<file path="src/rtl/adhcp_pkg.sv">
// Purpose: Shared constants and types of the audio DSP host command port.
// Assumes: Command codes double as the register offsets.
// Notes:   Reset values of unused words are zero.
package adhcp_pkg;

    localparam logic [7:0] BUS_ADDRESS    = 8'h32;
    localparam logic [3:0] CMD_GROUP      = 4'h4;

    localparam logic [7:0] CMD_TIMING     = 8'h40;
    localparam logic [7:0] CMD_BOOT       = 8'h41;
    localparam logic [7:0] CMD_INPUT      = 8'h42;
    localparam logic [7:0] CMD_OUTPUT     = 8'h43;
    localparam logic [7:0] CMD_RUN_MUTE   = 8'h44;
    localparam logic [7:0] CMD_SEQ_RAM    = 8'h45;
    localparam logic [7:0] CMD_COEF_RAM   = 8'h46;
    localparam logic [7:0] CMD_COEF_BATCH = 8'h47;
    localparam logic [7:0] CMD_OFFS_RAM   = 8'h48;
    localparam logic [7:0] CMD_OFFS_BATCH = 8'h49;
    localparam logic [7:0] CMD_BUF_FLAG   = 8'h4A;
    localparam logic [7:0] CMD_DEEMPH     = 8'h4B;
    localparam logic [7:0] CMD_TRIM_FRONT = 8'h4C;
    localparam logic [7:0] CMD_TRIM_CS    = 8'h4D;
    localparam logic [7:0] CMD_FILTER_ATT = 8'h4E;
    localparam logic [7:0] CMD_INIT       = 8'h4F;

    localparam logic [15:0] RST_TIMING    = 16'h4400;
    localparam logic [15:0] RST_BOOT      = 16'h0000;
    localparam logic [15:0] RST_INPUT     = 16'h0100;
    localparam logic [15:0] RST_OUTPUT    = 16'h0080;
    localparam logic [15:0] RST_RUN_MUTE  = 16'h1F0F;
    localparam logic [15:0] RST_OTHER     = 16'h0000;

    localparam int RUN_BIT                = 15;
    localparam int BOOT_MSB               = 8;
    localparam int BATCH_DEPTH            = 32;
    localparam int RAM_ADDR_W             = 9;

    typedef enum logic [1:0] {
        RAM_SEQUENCE    = 2'h0,
        RAM_COEFFICIENT = 2'h1,
        RAM_OFFSET      = 2'h2
    } adhcp_ram_t;

    typedef struct packed {
        logic [15:0] timing_config;
        logic [15:0] boot_start_address;
        logic [15:0] input_config;
        logic [15:0] output_config;
        logic [15:0] run_and_mute_control;
        logic [15:0] buffer_flag_setting;
        logic [15:0] deemphasis_setting;
        logic [15:0] dac_trim_front;
        logic [15:0] dac_trim_center_surround;
        logic [15:0] filter_attenuation;
    } adhcp_cfg_t;

    typedef struct packed {
        logic       program_start_edge;
        logic [1:0] program_sync_source;
        logic       filter_start_edge;
        logic [1:0] filter_sync_source;
        logic       reference_left_level;
        logic [1:0] reference_source;
        logic       lr_output_rate;
        logic [1:0] bitclk_output_rate;
    } adhcp_timing_t;

    typedef struct packed {
        logic [1:0] input_routing;
        logic       input_threshold_sel;
        logic       analog_auto_mute;
        logic [3:0] analog_input_mask;
        logic       zero_level_mute;
        logic       serial_in_role;
        logic [1:0] input_slot_count;
        logic [1:0] input_word_length;
        logic [1:0] input_justification;
    } adhcp_input_t;

    typedef struct packed {
        logic                  valid;
        adhcp_ram_t            target;
        logic [RAM_ADDR_W-1:0] addr;
        logic [15:0]           data;
    } adhcp_ram_wr_t;

endpackage

</file>
<file path="src/rtl/adhcp_command_port.sv">
// Purpose: Two-wire bus command port that loads control words and RAMs.
// Assumes: Pins are asynchronous; fs_sync is a one-cycle pulse on clock.
// Notes:   Write only; the data line is driven low only for acknowledge.
// Overview of operation
// - Bus mode only while mode pin high.
// - Accept control only while select low.
// - Sample data on serial clock rising edge.
// - Ignore clock and data while select high.
// - Bus address 32h, then command byte.
// - Two data bytes MSB first form word.
// - Synchronous commands apply at sample sync.
// - RAM: address pair, data, auto increment.
// - Running: one RAM word per sync.
// - Batch words buffered, copied together at sync.
// - Decode command codes 40h to 4Fh.
// - Timing program edge and sync source.
// - Timing filter edge and sync source.
// - Timing reference level and source.
// - Timing LR and bit clock rates.
// - Boot address write starts self-boot.
// - Input routing and serial role.
// - Input slots, word length, justification.
// - Input thresholds, auto-mute, analog mask, zero-mute.
`timescale 1ns/1ps
`default_nettype none

module adhcp_command_port #(
    parameter int BUF_DEPTH = adhcp_pkg::BATCH_DEPTH
) (
    input  wire logic                    clock,
    input  wire logic                    rstn,
    input  wire logic                    bus_mode_select_pin,
    input  wire logic                    host_select_n,
    input  wire logic                    host_serial_clock,
    input  wire logic                    host_serial_data,
    output logic                         host_serial_data_out,
    output logic                         host_serial_data_oe_n,
    input  wire logic                    fs_sync,
    output adhcp_pkg::adhcp_cfg_t        cfg,
    output adhcp_pkg::adhcp_timing_t     timing_fields,
    output adhcp_pkg::adhcp_input_t      input_fields,
    output logic [8:0]                   boot_rom_start,
    output logic                         boot_start,
    output logic                         init_pulse,
    output adhcp_pkg::adhcp_ram_wr_t     ram_wr,
    output logic                         batch_busy
);

    typedef enum logic [4:0] {
        ST_IDLE = 5'b00001,
        ST_ADDR = 5'b00010,
        ST_CMD  = 5'b00100,
        ST_DATA = 5'b01000,
        ST_SKIP = 5'b10000
    } adhcp_state_t;

    localparam int IDX_W = $clog2(BUF_DEPTH + 1);
    localparam adhcp_pkg::adhcp_cfg_t CFG_RESET = {adhcp_pkg::RST_TIMING,
        adhcp_pkg::RST_BOOT, adhcp_pkg::RST_INPUT, adhcp_pkg::RST_OUTPUT,
        adhcp_pkg::RST_RUN_MUTE, {5{adhcp_pkg::RST_OTHER}}};

    // Pin synchronisers: stage one is read only by stage two.
    logic [3:0] pin_s1;
    logic [3:0] pin_s2;
    logic       scl_d;
    logic       sda_d;

    always_ff @(posedge clock or negedge rstn) begin
        if (!rstn) begin
            pin_s1 <= 4'h3;
            pin_s2 <= 4'h3;            // Lines idle high: no false edge.
            scl_d  <= 1'b1;
            sda_d  <= 1'b1;
        end else begin
            pin_s1 <= {bus_mode_select_pin, host_select_n,
                       host_serial_clock, host_serial_data};
            pin_s2 <= pin_s1;
            scl_d  <= pin_s2[1];
            sda_d  <= pin_s2[0];
        end
    end

    wire logic scl        = pin_s2[1];
    wire logic sda        = pin_s2[0];
    wire logic active     = pin_s2[3] && !pin_s2[2];
    wire logic scl_rise   = active && scl && !scl_d;
    wire logic scl_fall   = active && !scl && scl_d;
    wire logic start_cond = active && scl && scl_d && sda_d && !sda;
    wire logic stop_cond  = active && scl && scl_d && !sda_d && sda;

    // Bit level: shift on rising edges, acknowledge on the ninth clock.
    adhcp_state_t state;
    logic [3:0]   bit_cnt;
    logic [6:0]   shift;
    logic         byte_done;
    logic [7:0]   byte_val;
    logic         ack_want;
    logic         ack_pend;
    logic         ack_drive;

    always_ff @(posedge clock or negedge rstn) begin
        if (!rstn) begin
            bit_cnt   <= 4'h0;
            shift     <= 7'h00;
            byte_done <= 1'b0;
            byte_val  <= 8'h00;
        end else begin
            byte_done <= 1'b0;
            if (start_cond || !active) begin
                bit_cnt <= 4'h0;
            end else if (scl_rise && state != ST_IDLE) begin
                bit_cnt <= (bit_cnt == 4'h8) ? 4'h0 : bit_cnt + 4'h1;
                if (bit_cnt == 4'h7) begin
                    byte_done <= 1'b1;
                    byte_val  <= {shift, sda};
                end else if (bit_cnt < 4'h7) begin
                    shift <= {shift[5:0], sda};
                end
            end
        end
    end

    always_ff @(posedge clock or negedge rstn) begin
        if (!rstn) begin
            ack_pend  <= 1'b0;
            ack_drive <= 1'b0;
        end else if (!active || start_cond || stop_cond) begin
            ack_pend  <= 1'b0;
            ack_drive <= 1'b0;
        end else begin
            if (ack_want) begin
                ack_pend <= 1'b1;
            end else if (scl_fall && ack_pend && bit_cnt == 4'h8) begin
                ack_pend  <= 1'b0;
                ack_drive <= 1'b1;
            end
            if (scl_fall && ack_drive && bit_cnt == 4'h0) begin
                ack_drive <= 1'b0;
            end
        end
    end

    assign host_serial_data_out  = 1'b0;
    assign host_serial_data_oe_n = !ack_drive;

    // Byte level: address, command, then data words in pairs.
    logic [7:0]  cmd;
    logic        half;
    logic [7:0]  hi_byte;
    logic        word_done;
    logic [15:0] word;

    always_ff @(posedge clock or negedge rstn) begin
        if (!rstn) begin
            state     <= ST_IDLE;
            cmd       <= 8'h00;
            half      <= 1'b0;
            hi_byte   <= 8'h00;
            word_done <= 1'b0;
            word      <= 16'h0000;
            ack_want  <= 1'b0;
        end else begin
            word_done <= 1'b0;
            ack_want  <= 1'b0;
            if (!active || stop_cond) begin
                state <= ST_IDLE;
            end else if (start_cond) begin
                state <= ST_ADDR;
            end else if (byte_done) begin
                unique case (state)
                    ST_ADDR: begin
                        if (byte_val == adhcp_pkg::BUS_ADDRESS) begin
                            state    <= ST_CMD;
                            ack_want <= 1'b1;
                        end else begin
                            state <= ST_SKIP;
                        end
                    end
                    ST_CMD: begin
                        if (byte_val[7:4] == adhcp_pkg::CMD_GROUP) begin
                            cmd      <= byte_val;
                            half     <= 1'b0;
                            state    <= ST_DATA;
                            ack_want <= 1'b1;
                        end else begin
                            state <= ST_SKIP;
                        end
                    end
                    ST_DATA: begin
                        ack_want <= 1'b1;
                        half     <= !half;
                        if (!half) begin
                            hi_byte <= byte_val;
                        end else begin
                            word      <= {hi_byte, byte_val};
                            word_done <= 1'b1;
                        end
                    end
                    ST_IDLE, ST_SKIP: ;
                endcase
            end
        end
    end

    // Command class decode.
    wire logic is_ram   = cmd >= adhcp_pkg::CMD_SEQ_RAM &&
                          cmd <= adhcp_pkg::CMD_OFFS_BATCH;
    wire logic is_batch = cmd == adhcp_pkg::CMD_COEF_BATCH ||
                          cmd == adhcp_pkg::CMD_OFFS_BATCH;
    wire logic is_sync  = cmd == adhcp_pkg::CMD_RUN_MUTE ||
                          (cmd >= adhcp_pkg::CMD_BUF_FLAG &&
                           cmd <= adhcp_pkg::CMD_TRIM_CS);
    adhcp_pkg::adhcp_ram_t cmd_target;

    always_comb begin
        if (cmd == adhcp_pkg::CMD_SEQ_RAM) begin
            cmd_target = adhcp_pkg::RAM_SEQUENCE;
        end else if (cmd == adhcp_pkg::CMD_COEF_RAM ||
                     cmd == adhcp_pkg::CMD_COEF_BATCH) begin
            cmd_target = adhcp_pkg::RAM_COEFFICIENT;
        end else begin
            cmd_target = adhcp_pkg::RAM_OFFSET;
        end
    end

    wire logic running = cfg.run_and_mute_control[adhcp_pkg::RUN_BIT];

    // Control words; synchronous ones wait in a pending slot for fs_sync.
    logic        sync_pend;
    logic [7:0]  sync_cmd;
    logic [15:0] sync_word;
    wire logic   reg_wr   = word_done && !is_ram;
    wire logic   init_now = reg_wr && cmd == adhcp_pkg::CMD_INIT;

    always_ff @(posedge clock or negedge rstn) begin
        if (!rstn) begin
            cfg        <= CFG_RESET;
            sync_pend  <= 1'b0;
            sync_cmd   <= 8'h00;
            sync_word  <= 16'h0000;
            boot_start <= 1'b0;
            init_pulse <= 1'b0;
        end else begin
            boot_start <= 1'b0;
            init_pulse <= 1'b0;
            if (fs_sync && sync_pend) begin
                sync_pend <= 1'b0;
                unique case (sync_cmd)
                    adhcp_pkg::CMD_RUN_MUTE:
                        cfg.run_and_mute_control <= sync_word;
                    adhcp_pkg::CMD_BUF_FLAG:
                        cfg.buffer_flag_setting <= sync_word;
                    adhcp_pkg::CMD_DEEMPH:
                        cfg.deemphasis_setting <= sync_word;
                    adhcp_pkg::CMD_TRIM_FRONT:
                        cfg.dac_trim_front <= sync_word;
                    default:
                        cfg.dac_trim_center_surround <= sync_word;
                endcase
            end
            if (init_now) begin
                cfg        <= CFG_RESET;
                sync_pend  <= 1'b0;
                init_pulse <= 1'b1;
            end else if (reg_wr && is_sync) begin
                sync_pend <= 1'b1;
                sync_cmd  <= cmd;
                sync_word <= word;
            end else if (reg_wr) begin
                unique case (cmd)
                    adhcp_pkg::CMD_TIMING:
                        cfg.timing_config <= word;
                    adhcp_pkg::CMD_BOOT: begin
                        cfg.boot_start_address <= word;
                        boot_start <= 1'b1;
                    end
                    adhcp_pkg::CMD_INPUT:
                        cfg.input_config <= word;
                    adhcp_pkg::CMD_OUTPUT:
                        cfg.output_config <= word;
                    default:
                        cfg.filter_attenuation <= word;
                endcase
            end
        end
    end

    // Field views of the timing and input words.
    assign timing_fields = {cfg.timing_config[14:12],
                            cfg.timing_config[10:8],
                            cfg.timing_config[6:4],
                            cfg.timing_config[2:0]};
    assign input_fields  = cfg.input_config;

    assign boot_rom_start = cfg.boot_start_address[adhcp_pkg::BOOT_MSB:0];

    // RAM streaming: address pair first, then words at rising addresses.
    logic                            have_addr;
    logic [adhcp_pkg::RAM_ADDR_W-1:0] ram_ptr;
    adhcp_pkg::adhcp_ram_t           ram_tgt;
    logic                            direct_pend;
    logic [15:0]                     direct_data;
    logic                            collecting;
    logic                            armed;
    logic                            copying;
    logic [IDX_W-1:0]                buf_cnt;
    logic [IDX_W-1:0]                copy_idx;
    logic [15:0]                     batch_buffer_ram [BUF_DEPTH];
    logic                            buf_wr;

    assign buf_wr = word_done && is_ram && is_batch && have_addr &&
                    buf_cnt < IDX_W'(BUF_DEPTH);

    always_ff @(posedge clock or negedge rstn) begin
        if (!rstn) begin
            have_addr  <= 1'b0;
            ram_ptr    <= '0;
            ram_tgt    <= adhcp_pkg::RAM_SEQUENCE;
            collecting <= 1'b0;
            armed      <= 1'b0;
            buf_cnt    <= '0;
        end else begin
            if (byte_done && state == ST_CMD) begin
                have_addr <= 1'b0;
            end
            if (init_now) begin
                collecting <= 1'b0;
                armed      <= 1'b0;
            end else if (word_done && is_ram && !have_addr) begin
                have_addr  <= 1'b1;
                ram_ptr    <= word[adhcp_pkg::RAM_ADDR_W-1:0];
                ram_tgt    <= cmd_target;
                collecting <= is_batch;
                buf_cnt    <= '0;
            end else if (word_done && is_ram && !is_batch) begin
                ram_ptr <= ram_ptr + 1'b1;
            end else if (buf_wr) begin
                buf_cnt <= buf_cnt + 1'b1;
            end
            if (collecting && state == ST_IDLE) begin
                collecting <= 1'b0;
                armed      <= buf_cnt != '0;
            end
            if (armed && fs_sync) begin
                armed <= 1'b0;
            end
        end
    end

    generate
        for (genvar i = 0; i < BUF_DEPTH; i++) begin : g_buf
            always_ff @(posedge clock) begin
                if (buf_wr && buf_cnt == IDX_W'(i)) begin
                    batch_buffer_ram[i] <= word;
                end
            end
        end
    endgenerate

    // Write port: batch copy first, then direct words (per sync if running).
    always_ff @(posedge clock or negedge rstn) begin
        if (!rstn) begin
            ram_wr      <= '0;
            direct_pend <= 1'b0;
            direct_data <= 16'h0000;
            copying     <= 1'b0;
            copy_idx    <= '0;
        end else begin
            ram_wr.valid <= 1'b0;
            if (word_done && is_ram && !is_batch && have_addr) begin
                direct_pend <= 1'b1;
                direct_data <= word;
                ram_wr.addr <= ram_ptr;
            end
            if (armed && fs_sync) begin
                copying  <= 1'b1;
                copy_idx <= '0;
            end else if (copying) begin
                ram_wr.valid  <= 1'b1;
                ram_wr.target <= ram_tgt;
                ram_wr.addr   <= ram_ptr + adhcp_pkg::RAM_ADDR_W'(copy_idx);
                ram_wr.data   <= batch_buffer_ram[copy_idx[$clog2(
                    BUF_DEPTH)-1:0]];
                copy_idx      <= copy_idx + 1'b1;
                if (copy_idx + 1'b1 == buf_cnt) begin
                    copying <= 1'b0;
                end
            end else if (direct_pend && (!running || fs_sync)) begin
                direct_pend   <= 1'b0;
                ram_wr.valid  <= 1'b1;
                ram_wr.target <= ram_tgt;
                ram_wr.data   <= direct_data;
            end
        end
    end

    assign batch_busy = collecting || armed || copying;

endmodule

`default_nettype wire

</file>
<file path="config.mk">
export PLATFORM = sky130hd
export DESIGN_NAME = adhcp_command_port
export DESIGN_NICKNAME = d
export VERILOG_FILES = /design/src/rtl/adhcp_pkg.sv /design/src/rtl/adhcp_command_port.sv
export SDC_FILE = /design/constraint.sdc
export NUM_CORES = 1
export LEC_CHECK = 0
export ABC_AREA = 1
export BUFFER_PORTS_ARGS = -buffer_cell sky130_fd_sc_hd__buf_2
export CAP_MARGIN = 30
export CORE_MARGIN = 1.5
export CORE_UTILIZATION = 50
export DETAILED_ROUTE_END_ITERATION = 12
export PLACE_DENSITY = 0.71
export REMOVE_ABC_BUFFERS = 1
export SYNTH_ARGS = -nofsm -noshare
export SYNTH_HDL_FRONTEND = slang
export SYNTH_SLANG_ARGS = --single-unit
</file>
<file path="constraint.sdc">
create_clock -name clock -period 2.6 [get_ports clock]
set_clock_uncertainty 0.1 [all_clocks]
set_input_delay 0.13 -clock clock [delete_from_list [all_inputs] [get_ports clock]]
set_output_delay 0.13 -clock clock [all_outputs]
set_load 0.05 [all_outputs]
</file>
==> metrics.csv <==
metric;value;unit
Worst Path Required;2.85;ns
Pleak;17.5;nW
Peak VDD IR;0.663;mV
Ports;237;
Starting DRT DRC Count;2567;
Synth Area per Inst;10.2;um^2
switching part of the total;34.2;%
Synth cell types;44;
# diodes;0;
Netlist Area Pre-Place;0.0350;mm^2
Root Buffer;clkbuf_16;
Worst Slack Setup Final;0.123;ns
CP max FO;10;
die area;0.0717;mm^2
layout cell share with drive strength beyond 1;15.0;%
crit path time final;2.48;ns
detailed placement HPWL;61000;um
DRT antenna net count;0;
Fmax;404;MHz
number of global-route vias before repair;24300;
Util after Layout;59.0;%
die width;268;um
max-slew headroom at the worst pin;34.9;%
drt via density;5.47;
Final TNS setup;0;ns
post-synthesis sequential area ratio;67.6;%
CTS Sinks;843;
GRT Total Usage;26.3;%
Power Internal;24.3;mW
Post-synth EDFFs;512;
Syn Inst Count;3424;
Skew-Pair Late Insertion Delay;0.64;ns
Port Buffers;235;
Synth top area share;43.9;%
Clock Path Buffers;3;
WP data arrival;2.72;ns
worst-margin pin slew;0.976;ns
Hold WS;0.0364;ns
Initial DRT Pass Iterations;5;
top cells by area, synth;edfxtp_1, dfrtp_1, nand2_1;
Hold Fails Final Rpt;0;
Final GP Congestion;0.927;
Logic pwr share;27.4;%
Worst-path clk slew;0.06;ns
Final setup viols;0;
Sw Pwr;12.7;mW
Max Cap Viol;0;
Chip Height;268;um
Yosys warning count;0;
cell taking the most area after synthesis;edfxtp_1;
status;completed;
Primary FF master, synth;edfxtp_1;
dpl ws;0.0783;ns
power density over the cells;908;mW/mm^2
CP Class;reg2reg;
Setup crit end kind;flop;
Area growth syn-to-layout;16.1;%
global-route wire length before repair;143000;um
asr flop ratio synth;39.3;%
layout net count;3683;
via count;25500;
FP Rows;96;
Reg power frac;39.7;%
Fill cells;5631;
worst hold path type;in2reg;
initial antenna violation count;2;
max-slew violation count;0;
final routed DRC violation total;0;
CTS tree;yes;
starting density of the core;50.8;%
TritonCTS buffer count;83;
total core area;0.0689;mm^2
largest net degree at the start of global routing;88;
per-cell routed wire length;20.0;um
fin crit share;95.3;%
#FFs+latches synth;843;
DRT Wirelength;93200;um
clock power share;32.9;%
Remaining Overflow, GRT;0;
crit start category;flop;
htree depth;3;
-- Yosys cell counts (20+ instances only) --
library cell / count
o21ai_0: 219
dfrtp_1: 311
o21ai_1: 52
edfxtp_1: 512
nor2_1: 120
buf_2: 55
inv_1: 146
nand2_1: 1211
dfstp_2: 20
buf_4: 41
a21oi_1: 31
clkbuf_1: 92
nand3_1: 466
-- kinds of logic after synthesis --
family / share of synthesized area, %
compound gates: 4.64
xor+xnor: 0.500
simple gates: 21.9
buf+inv: 4.81
flops: 67.6
fa+ha+maj: 0.557
other cells: 0.0107
-- metrics by stage --
stage | power [mW] | cell area (um^2) | instances
final | 37.0 | 40700 | 4661
after global routing | 38.8 | 40700 | 4661
after CTS | 37.0 | 40600 | 4659
after detailed placement | 24.9 | 37800 | 4497
after global placement | 24.8 | 37800 | 4497
after floorplan | 20.7 | 34000 | 3209
-- registers in the layout, summed over array words and instances, names as in the netlist, 7 cells and up --
name	cells
cfg	135
ram_wr	28
boot_rom_start	9
word	16
sync_cmd	8
cmd	8
ram_ptr	9
input_fields	16
shift	7
hi_byte	8
direct_data	16
sync_word	16
byte_val	8
batch_buffer_ram	512
-- power groups by stage --
stage               Clock, mW  Combinational [mW]  Sequential (mW)
finish                   12.2                10.1             14.7
global route             12.8                11.3             14.7
CTS                      12.3                10.1             14.7
detailed placement          0                10.0             14.9
global placement            0                9.86             14.9
floorplan                   0                4.83             15.9
-- timing repair --
item | in CTS | in global routing
gates resized for setup | 0 | 15
hold buffers | 8 | 0
setup endpoints to repair | 0 | 356
hold endpoints to repair | 325 | 0
setup buffers | 0 | 1
-- area by class of cell --
type / instances / area, um^2 / area share [%]
sequential: 843 / 23700 / 58.2
timing repair buffer: 367 / 2740 / 6.73
tap: 931 / 1160 / 2.86
inverter: 161 / 622 / 1.53
clock buffer: 114 / 2320 / 5.70
multi-input combinational: 2205 / 9730 / 23.9
clock inverter: 40 / 432 / 1.06
-- routing by layer --
| metal | track usage [%] | vias up | wire length, um | part of all wire (%) |
|---|---|---|---|---|
| met2 | 42.4 | 1135 | 44300 | 48 |
| met4 | 9.93 | 2 | 3350 | 3.6 |
| met1 | 36.2 | 12300 | 38100 | 41 |
| met3 | 4.10 | 173 | 7390 | 7.9 |
| met5 | 0 | - | 8 | 0.0086 |
| li1 | - | 11900 | - | - |
-- worst max-delay path, stage by stage, from the launching register on --
cell	delay, ns
dfrtp_1	0.40
nor2_2	0.14
nand3_2	0.13
nor2_2	0.16
nand3_2	0.11
nor2_4	0.16
nand2_2	0.14
clkinv_4	0.12
nand2_1	0.10
inv_2	0.10
nand2_2	0.10
nor2_4	0.22
clkbuf_16	0.19
-- worst paths after layout --
path	start	end	slack, ns	depth (start not counted)
min in group asynchronous	rstn	sync_cmd[6]$_DFFE_PN0P_	0.52	3
max in group asynchronous	rstn	cfg[86]$_DFFE_PN0P_	0.72	4
setup / recovery	cmd[5]$_DFFE_PN0P_	batch_buffer_ram[1][15]$_DFFE_PP_	0.12	12
hold reg to reg	pin_s1[3]$_DFF_PN0_	pin_s2[3]$_DFF_PN0_	0.25	0
hold / removal	bus_mode_select_pin	pin_s1[3]$_DFF_PN0_	0.04	2
setup reg to reg	cmd[5]$_DFFE_PN0P_	batch_buffer_ram[1][15]$_DFFE_PP_	0.12	12
-- layout by cell type (no fill, tap or decap), types with 6 or more instances in the layout --
| master | synthesis | final |
|---|---|---|
| nand2_1 | 1211 | 1210 |
| clkinv_1 | 2 | 12 |
| nand4_1 | 13 | 13 |
| ha_1 | 14 | 14 |
| buf_12 | 0 | 42 |
| buf_4 | 41 | 81 |
| nor3_1 | 12 | 10 |
| dfrtp_1 | 311 | 308 |
| buf_2 | 55 | 234 |
| inv_2 | 11 | 11 |
| bufinv_16 | 0 | 8 |
| clkbuf_8 | 0 | 8 |
| dlygate4sd3_1 | 0 | 8 |
| nand2_2 | 6 | 7 |
| o21ai_0 | 219 | 219 |
| clkbuf_16 | 0 | 86 |
| nand3_1 | 466 | 466 |
| nor2_1 | 120 | 112 |
| dfstp_2 | 20 | 20 |
| xor2_1 | 16 | 16 |
| inv_1 | 146 | 144 |
| clkbuf_1 | 92 | 20 |
| or2_2 | 6 | 6 |
| o21ai_1 | 52 | 50 |
| nor2_2 | 4 | 10 |
| clkinv_2 | 1 | 17 |
| o22ai_1 | 7 | 7 |
| a21oi_1 | 31 | 31 |
| edfxtp_1 | 512 | 512 |
Note: power is estimated with default switching activity, not from simulation.
